**src/verilog/reset_nmi_map.svh**
```systemverilog
// Constants for the shared reset / NMI pin control block
//
// Function
// - Software picks reset or NMI role for the pin, and reset is the role after device reset.
// - In reset role the pin is active low and a low pulse of qualifying width raises a brownout-class reset.
// - With the NMI select bit set the pin acts as an external NMI source instead of a reset source.
// - In NMI role only edges count as events, and an edge-select bit picks the direction.
// - The NMI interrupt is requested only while the pin NMI interrupt enable bit is set.
// - Every detected NMI edge sets the pin NMI interrupt flag.
// - A pull-direction bit picks pull-up or pull-down, and pull-up is the default.
// - A pull-enable bit connects or disconnects the chosen pull resistor, and it is enabled by default.
`ifndef RESET_NMI_MAP_SVH
`define RESET_NMI_MAP_SVH

// Reset values of the configuration bits and the pin NMI interrupt flag
`define NMI_SEL_RST      1'b0
`define EDGE_SEL_RST     1'b0
`define INT_EN_RST       1'b0
`define PULL_DIR_RST     1'b1
`define PULL_EN_RST      1'b1
`define INT_FLAG_RST     1'b0

// Edge select encoding
`define EDGE_RISING      1'b0
`define EDGE_FALLING     1'b1

// Pull direction encoding
`define PULL_DIR_UP      1'b1

// Reset pulse qualification
`define CLK_SYS_MHZ      250
`define RST_MIN_PULSE_NS 2000
`define RST_MIN_CYCLES   ((`RST_MIN_PULSE_NS * `CLK_SYS_MHZ + 999) / 1000)
`define LOW_CNT_W        12

`endif

```
**src/verilog/reset_nmi_pkg.sv**
```systemverilog
// Types for the shared reset / NMI pin control block
`include "reset_nmi_map.svh"

package reset_nmi_pkg;

    typedef struct packed {
        logic                    nmi_sel;
        logic                    edge_sel;
        logic                    int_en;
        logic                    pull_dir;
        logic                    pull_en;
        logic                    int_flag;
        logic                    nmi_req;
        logic                    brownout;
        logic                    pull_up;
        logic                    pull_dn;
        logic [`LOW_CNT_W-1:0]   low_cnt;
    } ctrl_state_t;

    typedef struct packed {
        logic stage1;
        logic stage2;
        logic stage3;
    } pin_sync_t;

endpackage : reset_nmi_pkg

```
**src/verilog/pin_sample_sync.sv**
```systemverilog
// Two-stage synchronizer for the pin plus one delayed sample for edges
`timescale 1ns/10ps

module pin_sample_sync (
    // Clock and reset
    input  wire logic clk_sys,
    input  wire logic reset_n,
    // Pin
    input  wire logic pin_raw,
    // Samples
    output logic      level_now,
    output logic      level_prev
);

    reset_nmi_pkg::pin_sync_t sync_q;
    reset_nmi_pkg::pin_sync_t sync_d;

    // Pin idles high through its pull-up, so settle all stages high
    always_comb begin
        sync_d        = sync_q;
        sync_d.stage1 = pin_raw;
        sync_d.stage2 = sync_q.stage1;
        sync_d.stage3 = sync_q.stage2;
    end

    always_ff @(posedge clk_sys or negedge reset_n) begin
        if (!reset_n) begin
            sync_q <= '{stage1: 1'b1, stage2: 1'b1, stage3: 1'b1};
        end else begin
            sync_q <= sync_d;
        end
    end

    assign level_now  = sync_q.stage2;
    assign level_prev = sync_q.stage3;

endmodule : pin_sample_sync

```
**src/verilog/reset_nmi_pin_control.sv**
```systemverilog
// Control logic behind the shared reset / NMI pin
`timescale 1ns/10ps
`include "reset_nmi_map.svh"

module reset_nmi_pin_control (
    // Clock and reset
    input  wire logic clk_sys,
    input  wire logic reset_n,
    // Shared pin, input side
    input  wire logic rst_nmi_pin,
    // Configuration write
    input  wire logic cfg_write,
    input  wire logic cfg_nmi_select,
    input  wire logic cfg_edge_select,
    input  wire logic cfg_int_enable,
    input  wire logic cfg_pull_direction,
    input  wire logic cfg_pull_enable,
    // Flag write
    input  wire logic flag_write,
    input  wire logic flag_write_value,
    // Configuration readback
    output logic      pin_nmi_select,
    output logic      pin_nmi_edge_select,
    output logic      pin_nmi_int_enable,
    output logic      pin_pull_direction,
    output logic      pin_pull_enable,
    // Status and events
    output logic      pin_nmi_int_flag,
    output logic      nmi_request,
    output logic      brownout_class_reset,
    // Pull resistor controls
    output logic      pull_up_enable,
    output logic      pull_down_enable
);

    localparam logic [`LOW_CNT_W-1:0] LOW_TARGET =
        `LOW_CNT_W'(`RST_MIN_CYCLES);
    localparam logic [`LOW_CNT_W-1:0] LOW_LAST =
        `LOW_CNT_W'(`RST_MIN_CYCLES - 1);

    reset_nmi_pkg::ctrl_state_t st_q;
    reset_nmi_pkg::ctrl_state_t st_d;

    logic level_now;
    logic level_prev;
    logic rise_seen;
    logic fall_seen;
    logic edge_event;
    logic flag_clear;

    pin_sample_sync u_sync (
        .clk_sys    (clk_sys),
        .reset_n    (reset_n),
        .pin_raw    (rst_nmi_pin),
        .level_now  (level_now),
        .level_prev (level_prev)
    );

    assign rise_seen  = level_now & ~level_prev;
    assign fall_seen  = ~level_now & level_prev;
    // Only edges qualify; a pin held at either level raises nothing
    assign edge_event = st_q.nmi_sel &
        ((st_q.edge_sel == `EDGE_FALLING) ? fall_seen : rise_seen);
    assign flag_clear = flag_write & ~flag_write_value;

    always_comb begin
        st_d = st_q;

        if (cfg_write) begin
            st_d.nmi_sel  = cfg_nmi_select;
            st_d.edge_sel = cfg_edge_select;
            st_d.int_en   = cfg_int_enable;
            st_d.pull_dir = cfg_pull_direction;
            st_d.pull_en  = cfg_pull_enable;
        end

        // Set beats clear so an edge in the clearing cycle is kept
        if (edge_event) begin
            st_d.int_flag = 1'b1;
        end else if (flag_clear) begin
            st_d.int_flag = 1'b0;
        end

        st_d.nmi_req = st_d.int_flag & st_d.int_en;

        // Width count runs only in reset role; saturates at the target
        if (!st_q.nmi_sel && !level_now) begin
            if (st_q.low_cnt != LOW_TARGET) begin
                st_d.low_cnt = st_q.low_cnt + `LOW_CNT_W'(1);
            end
        end else begin
            st_d.low_cnt = '0;
        end
        // Held for as long as the qualified low lasts
        st_d.brownout = !st_q.nmi_sel && !level_now &&
                        (st_q.low_cnt >= LOW_LAST);

        st_d.pull_up = st_d.pull_en &
                       (st_d.pull_dir == `PULL_DIR_UP);
        st_d.pull_dn = st_d.pull_en &
                       (st_d.pull_dir != `PULL_DIR_UP);
    end

    always_ff @(posedge clk_sys or negedge reset_n) begin
        if (!reset_n) begin
            st_q          <= '0;
            st_q.nmi_sel  <= `NMI_SEL_RST;
            st_q.edge_sel <= `EDGE_SEL_RST;
            st_q.int_en   <= `INT_EN_RST;
            st_q.pull_dir <= `PULL_DIR_RST;
            st_q.pull_en  <= `PULL_EN_RST;
            st_q.int_flag <= `INT_FLAG_RST;
            st_q.pull_up  <= `PULL_EN_RST & (`PULL_DIR_RST == `PULL_DIR_UP);
        end else begin
            st_q <= st_d;
        end
    end

    assign pin_nmi_select       = st_q.nmi_sel;
    assign pin_nmi_edge_select  = st_q.edge_sel;
    assign pin_nmi_int_enable   = st_q.int_en;
    assign pin_pull_direction   = st_q.pull_dir;
    assign pin_pull_enable      = st_q.pull_en;
    assign pin_nmi_int_flag     = st_q.int_flag;
    assign nmi_request          = st_q.nmi_req;
    assign brownout_class_reset = st_q.brownout;
    assign pull_up_enable       = st_q.pull_up;
    assign pull_down_enable     = st_q.pull_dn;

    // Checks

    cfg_hold_a: assert property (
        @(posedge clk_sys) disable iff (!reset_n)
        !cfg_write |=> $stable(pin_nmi_select) && $stable(pin_pull_enable))
        else $error("config bits changed without a write");

    nmi_no_brownout_a: assert property (
        @(posedge clk_sys) disable iff (!reset_n)
        pin_nmi_select |=> !brownout_class_reset)
        else $error("brownout reset raised in NMI role");

    brownout_width_a: assert property (
        @(posedge clk_sys) disable iff (!reset_n)
        (!pin_nmi_select && !level_now && st_q.low_cnt == LOW_LAST)
        |=> brownout_class_reset)
        else $error("qualified low pulse gave no brownout reset");

    brownout_low_a: assert property (
        @(posedge clk_sys) disable iff (!reset_n)
        $rose(brownout_class_reset) |->
        $past(st_q.low_cnt) >= LOW_LAST && !$past(level_now))
        else $error("brownout reset before qualifying width");

    rise_sets_flag_a: assert property (
        @(posedge clk_sys) disable iff (!reset_n)
        (pin_nmi_select && !pin_nmi_edge_select && level_now && !level_prev)
        |=> pin_nmi_int_flag)
        else $error("rising edge did not set the flag");

    fall_sets_flag_a: assert property (
        @(posedge clk_sys) disable iff (!reset_n)
        (pin_nmi_select && pin_nmi_edge_select && !level_now && level_prev)
        |=> pin_nmi_int_flag)
        else $error("falling edge did not set the flag");

    no_wrong_edge_a: assert property (
        @(posedge clk_sys) disable iff (!reset_n)
        (!pin_nmi_int_flag && !pin_nmi_edge_select && !level_now)
        |=> !pin_nmi_int_flag)
        else $error("flag set without a rising edge");

    flag_sticky_a: assert property (
        @(posedge clk_sys) disable iff (!reset_n)
        (pin_nmi_int_flag && !flag_clear) |=> pin_nmi_int_flag)
        else $error("flag dropped without a clearing write");

    flag_clear_a: assert property (
        @(posedge clk_sys) disable iff (!reset_n)
        (flag_clear && !edge_event) |=> !pin_nmi_int_flag)
        else $error("write of zero did not clear the flag");

    req_gated_a: assert property (
        @(posedge clk_sys) disable iff (!reset_n)
        nmi_request |-> pin_nmi_int_enable && pin_nmi_int_flag)
        else $error("NMI requested while disabled");

    pull_select_a: assert property (
        @(posedge clk_sys) disable iff (!reset_n)
        (cfg_write && cfg_pull_enable && !cfg_pull_direction)
        |=> pull_down_enable && !pull_up_enable)
        else $error("pull-down not selected");

    pull_off_a: assert property (
        @(posedge clk_sys) disable iff (!reset_n)
        !pin_pull_enable |-> !pull_up_enable && !pull_down_enable)
        else $error("pull resistor on while disabled");

    pull_up_pick_a: assert property (
        @(posedge clk_sys) disable iff (!reset_n)
        (cfg_write && cfg_pull_enable && cfg_pull_direction)
        |=> pull_up_enable && !pull_down_enable)
        else $error("pull-up not selected");

    // A clear landing on the edge cycle must not swallow the event
    set_wins_a: assert property (
        @(posedge clk_sys) disable iff (!reset_n)
        (edge_event && flag_clear) |=> pin_nmi_int_flag)
        else $error("clear in the edge cycle lost the event");

    reset_role_flag_a: assert property (
        @(posedge clk_sys) disable iff (!reset_n)
        (!pin_nmi_select && !pin_nmi_int_flag) |=> !pin_nmi_int_flag)
        else $error("flag set while the pin is in reset role");

    rise_ignored_a: assert property (
        @(posedge clk_sys) disable iff (!reset_n)
        (!pin_nmi_int_flag && pin_nmi_edge_select && level_now)
        |=> !pin_nmi_int_flag)
        else $error("flag set without a falling edge");

    brownout_release_a: assert property (
        @(posedge clk_sys) disable iff (!reset_n)
        level_now |=> !brownout_class_reset)
        else $error("brownout reset held after the pin went high");

endmodule : reset_nmi_pin_control

```
**config.mk**
```make
export PLATFORM = sky130hd
export DESIGN_NAME = reset_nmi_pin_control
export DESIGN_NICKNAME = d
export VERILOG_FILES = /design/src/verilog/reset_nmi_pkg.sv /design/src/verilog/pin_sample_sync.sv /design/src/verilog/reset_nmi_pin_control.sv
export VERILOG_INCLUDE_DIRS = /design/src /design/src/verilog
export SDC_FILE = /design/constraint.sdc
export NUM_CORES = 1
export LEC_CHECK = 0
export BUFFER_PORTS_ARGS = -buffer_cell sky130_fd_sc_hd__clkbuf_2
export CORE_MARGIN = 3
export CORE_UTILIZATION = 25
export DETAILED_ROUTE_END_ITERATION = 12
export RECOVER_POWER = 50
export SLEW_MARGIN = 20
export SYNTH_ARGS = -nofsm -noshare
export SYNTH_HDL_FRONTEND = slang
export SYNTH_HIERARCHICAL = 1
export SYNTH_SLANG_ARGS = --single-unit
```
**constraint.sdc**
```tcl
create_clock -name clk_sys -period 1.3 [get_ports clk_sys]
set_input_delay 0.26 -clock clk_sys [delete_from_list [all_inputs] [get_ports clk_sys]]
set_output_delay 0.26 -clock clk_sys [all_outputs]
set_load 0.01 [all_outputs]
```
==> implementation parameters <==
Parameter                              Value

Status
  Result of the run ... finished with violations
  Violated checks ... hold timing, setup timing

Setup path
  Worst reg2reg path depth ... 5
  Critical Path Start Type ... flip-flop
  Reg-to-Reg End ... st_q[0]
  Type of destination of the critical path ... flip-flop
  Sum of buffers and inverters on the critical path ... 1
  Crit Path Max Fanout ... 4
  Reg2reg start ... st_q[1]
  Worst-path cell chain ... inv_2 -> ha_4 -> nand3b_1 -> nor4_4 -> mux2i_1
  Cell type of the slowest stage on the worst timing path ... dfrtp_1
  CP Class ... reg -> reg
  Worst Path Required ... 1.48 ns
  Register-to-register setup slack ... -0.20 ns
  Stage delay of the slowest cell on the critical path ... 0.43 ns
  Data arrival at the endpoint of the critical path ... 1.68 ns
  Delay-heaviest family, CP ... simple AND/OR/NAND/NOR gates

Place
  Total cell area at the placement stage ... 1373 µm²
  Total placed cells including tap cells ... 179
  Sum of net half-perimeters after detailed placement ... 1620 µm
  Setup slack after placement ... -0.2172 ns
  Routability congestion estimate ... 0.7997
  PortBufs ... 20

Detailed routing
  Drt drc ... 0
  Post-DR wirelength/cell ... 13.15 µm
  Antenna viol nets, final ... 0
  Routed vias/inst ... 4.876
  Vias ... 946
  Routed WL ... 2551 µm
  Number of optimization iterations in the first detailed-route pass ... 4
  Number of design-rule violations left by the first detailed-router iteration ... 35

Logic synthesis
  Count of warnings emitted by yosys ... 6
  Most numerous cell types in the synthesized netlist ... dfrtp_1, nand2_1, dfstp_2, o21ai_0
  Cell type with the largest total area after synthesis ... dfrtp_1
  Number of flip-flops and latches in the synthesized netlist ... 25
  Cell with the most instances after synthesis ... dfrtp_1
  Netlist cell types ... 33
  Top post-synthesis cells by area ... dfrtp_1, dfstp_2, mux2_2, nand2_1, mux2i_1
  Top cell type's share of synthesized area ... 0.4185
  Per-instance average area after synthesis ... 11.25 µm²
  Number of standard cells after synthesis ... 101
  Post-synth ARST share ... 1.000
  Most used flip-flop cell after synthesis ... dfrtp_1
  Register area share after synthesis ... 0.5573
  Syn Std Cell Area ... 1136 µm²
  Number of nets produced by synthesis ... 114
  EDFF count, synth ... 0

GRT
  Largest net degree at the start of global routing ... 26
  Global-route wire length before repair ... 4015 µm
  Total routing usage reported by global routing ... 0.09407
  Initial antenna violation count ... 0
  Vias in the first global route ... 925
  Total congestion overflow ... 0

Timing
  Final cycle utilization of the critical path ... 1.152
  Final hold violation count ... 14
  Minimum setup slack in the final design ... -0.1974 ns
  Setup repair after global routing missed its margin ... yes
  Time the final worst path needs with I/O delays and setup ... 1.497 ns
  Number of pins with negative max-slew slack in the final report ... 0
  FMAX ... 0.6678 GHz
  Tightest Pin Transition ... 0.6171 ns
  Post-route clock skew ... 0.006129 ns
  Total setup violations reported at the end of the flow ... 13
  Worst relative slew slack ... 0.5886
  Setup_tns ... -1.425 ns
  Hold Worst Slack ... -0.008753 ns

CTS
  CTS clk-pin slew, worst paths ... 0.09 ns
  Clock Path Buffers ... 2
  Clock Sinks ... 25
  H-tree lvl count ... 1
  Cell at the root of the clock tree ... clkbuf_8
  Insertion delay of the later-clocked pin in the worst-skew pair ... 0.26 ns
  Clock buffer count from CTS ... 3
  TritonCTS clock tree ... done

Pwr
  Power after layout ... 1.499 mW
  Peak supply drop ... 686.0 µV
  Leakage Power ... 0.6986 nW
  Pwr per Cell Area ... 919.6 nW/µm²

Die
  Die ar. ... 5389 µm²
  Site row count ... 23
  I/O Pins ... 21
  Starting utilization of the core area ... 0.2704
  Die height ... 73.41 µm
  Placeable Area ... 4202 µm²
  Chip Width ... 73.41 µm

Final layout
  Fraction of layout instances using a drive strength above 1 ... 0.5417
  Filler Cell Count ... 402
  Combined area of the multi-input logic cells ... 593.1 µm²
  Final Cell Area ... 1630 µm²
  Final cell count without fillers ... 194
  Final Net Count ... 158
  Final antenna diode count ... 0
  End-of-flow core utilization ... 0.3880
  Storage cell area ... 633.1 µm²
  P&R area growth vs syn ... 43.50%

Flow run
  Number of max-capacitance violations reported ... 0

Min path
  Class of the worst hold path ... in -> async
[state kept, by name, indices dropped and copies added, names as in the netlist]
name / flops
st_q: 12
brownout_class_reset: 1
nmi_request: 1
pin_nmi_edge_select: 1
pin_nmi_int_enable: 1
pin_nmi_int_flag: 1
pin_nmi_select: 1
pin_pull_direction: 1
pin_pull_enable: 1
pull_down_enable: 1
pull_up_enable: 1
u_sync/level_now: 1
u_sync/level_prev: 1
u_sync/sync_d: 1
[layout make-up]
class / count / area share
sequential: 25 / 0.3883
tap: 50 / 0.03837
inverter: 5 / 0.01151
timing repair buffer: 41 / 0.1696
multi-input combinational: 69 / 0.3638
clock buffer: 3 / 0.02533
clock inverter: 1 / 0.003070
[cells by family after synthesis]
| logic type | count (synthesis) | synth area share |
|---|---|---|
| mux | 8 | 0.07489 |
| xor+xnor | 1 | 0.007711 |
| simple gates | 40 | 0.2170 |
| flops | 25 | 0.5573 |
| fa+ha+maj | 2 | 0.02202 |
| compound gates | 18 | 0.09691 |
| buf+inv | 7 | 0.02422 |
[routing by layer]
layer / routed length, µm / vias up / global-route usage / share of wire
met4: 107 / 0 / 0.04427 / 0.042
met2: 1198 / 33 / 0.1579 / 0.47
met3: 158 / 13 / 0.02052 / 0.062
met5: 0 / - / 0 / 0
li1: - / 446 / - / -
met1: 1087 / 454 / 0.1141 / 0.43
[timing repair]
item | CTS | global route
setup buffers | 7 | 4
pin swaps | 9 | 8
hold buffers | 0 | 0
setup endpoints to repair | 9 | 14
gates resized for setup | 8 | 21
[worst max-delay path by stage]
stage             start  endpoint  slack [ns]  depth (start not counted)
2_1_floorplan   st_q[0]   st_q[8]       -0.09                          4
3_3_place_gp    st_q[0]   st_q[0]       -0.11                          5
3_5_place_dp    st_q[0]   st_q[0]       -0.22                          5
4_1_cts        st_q[10]   st_q[0]       -0.23                          3
5_1_grt         st_q[1]   st_q[1]       -0.30                          5
6_report        st_q[1]   st_q[0]       -0.20                          5
[placed cells by master (no fill, tap or decap), drive strengths merged, types with 4 or more instances in the layout]
master,Yosys,layout
o21ai,6,6
mux2,4,4
nand3,4,4
clkbuf,1,23
nand2,11,11
inv,5,5
a21oi,5,5
mux2i,4,4
or3,7,7
dfstp,6,6
buf,1,21
nor2,4,4
dfrtp,19,19
[where the power goes]
part / switching (mW) / total, mW / internal [mW]
sequential: 0.0263 / 0.855 / 0.828
combinational: 0.102 / 0.197 / 0.0947
clock: 0.234 / 0.448 / 0.214
Note: power is estimated with default switching activity, not from simulation.
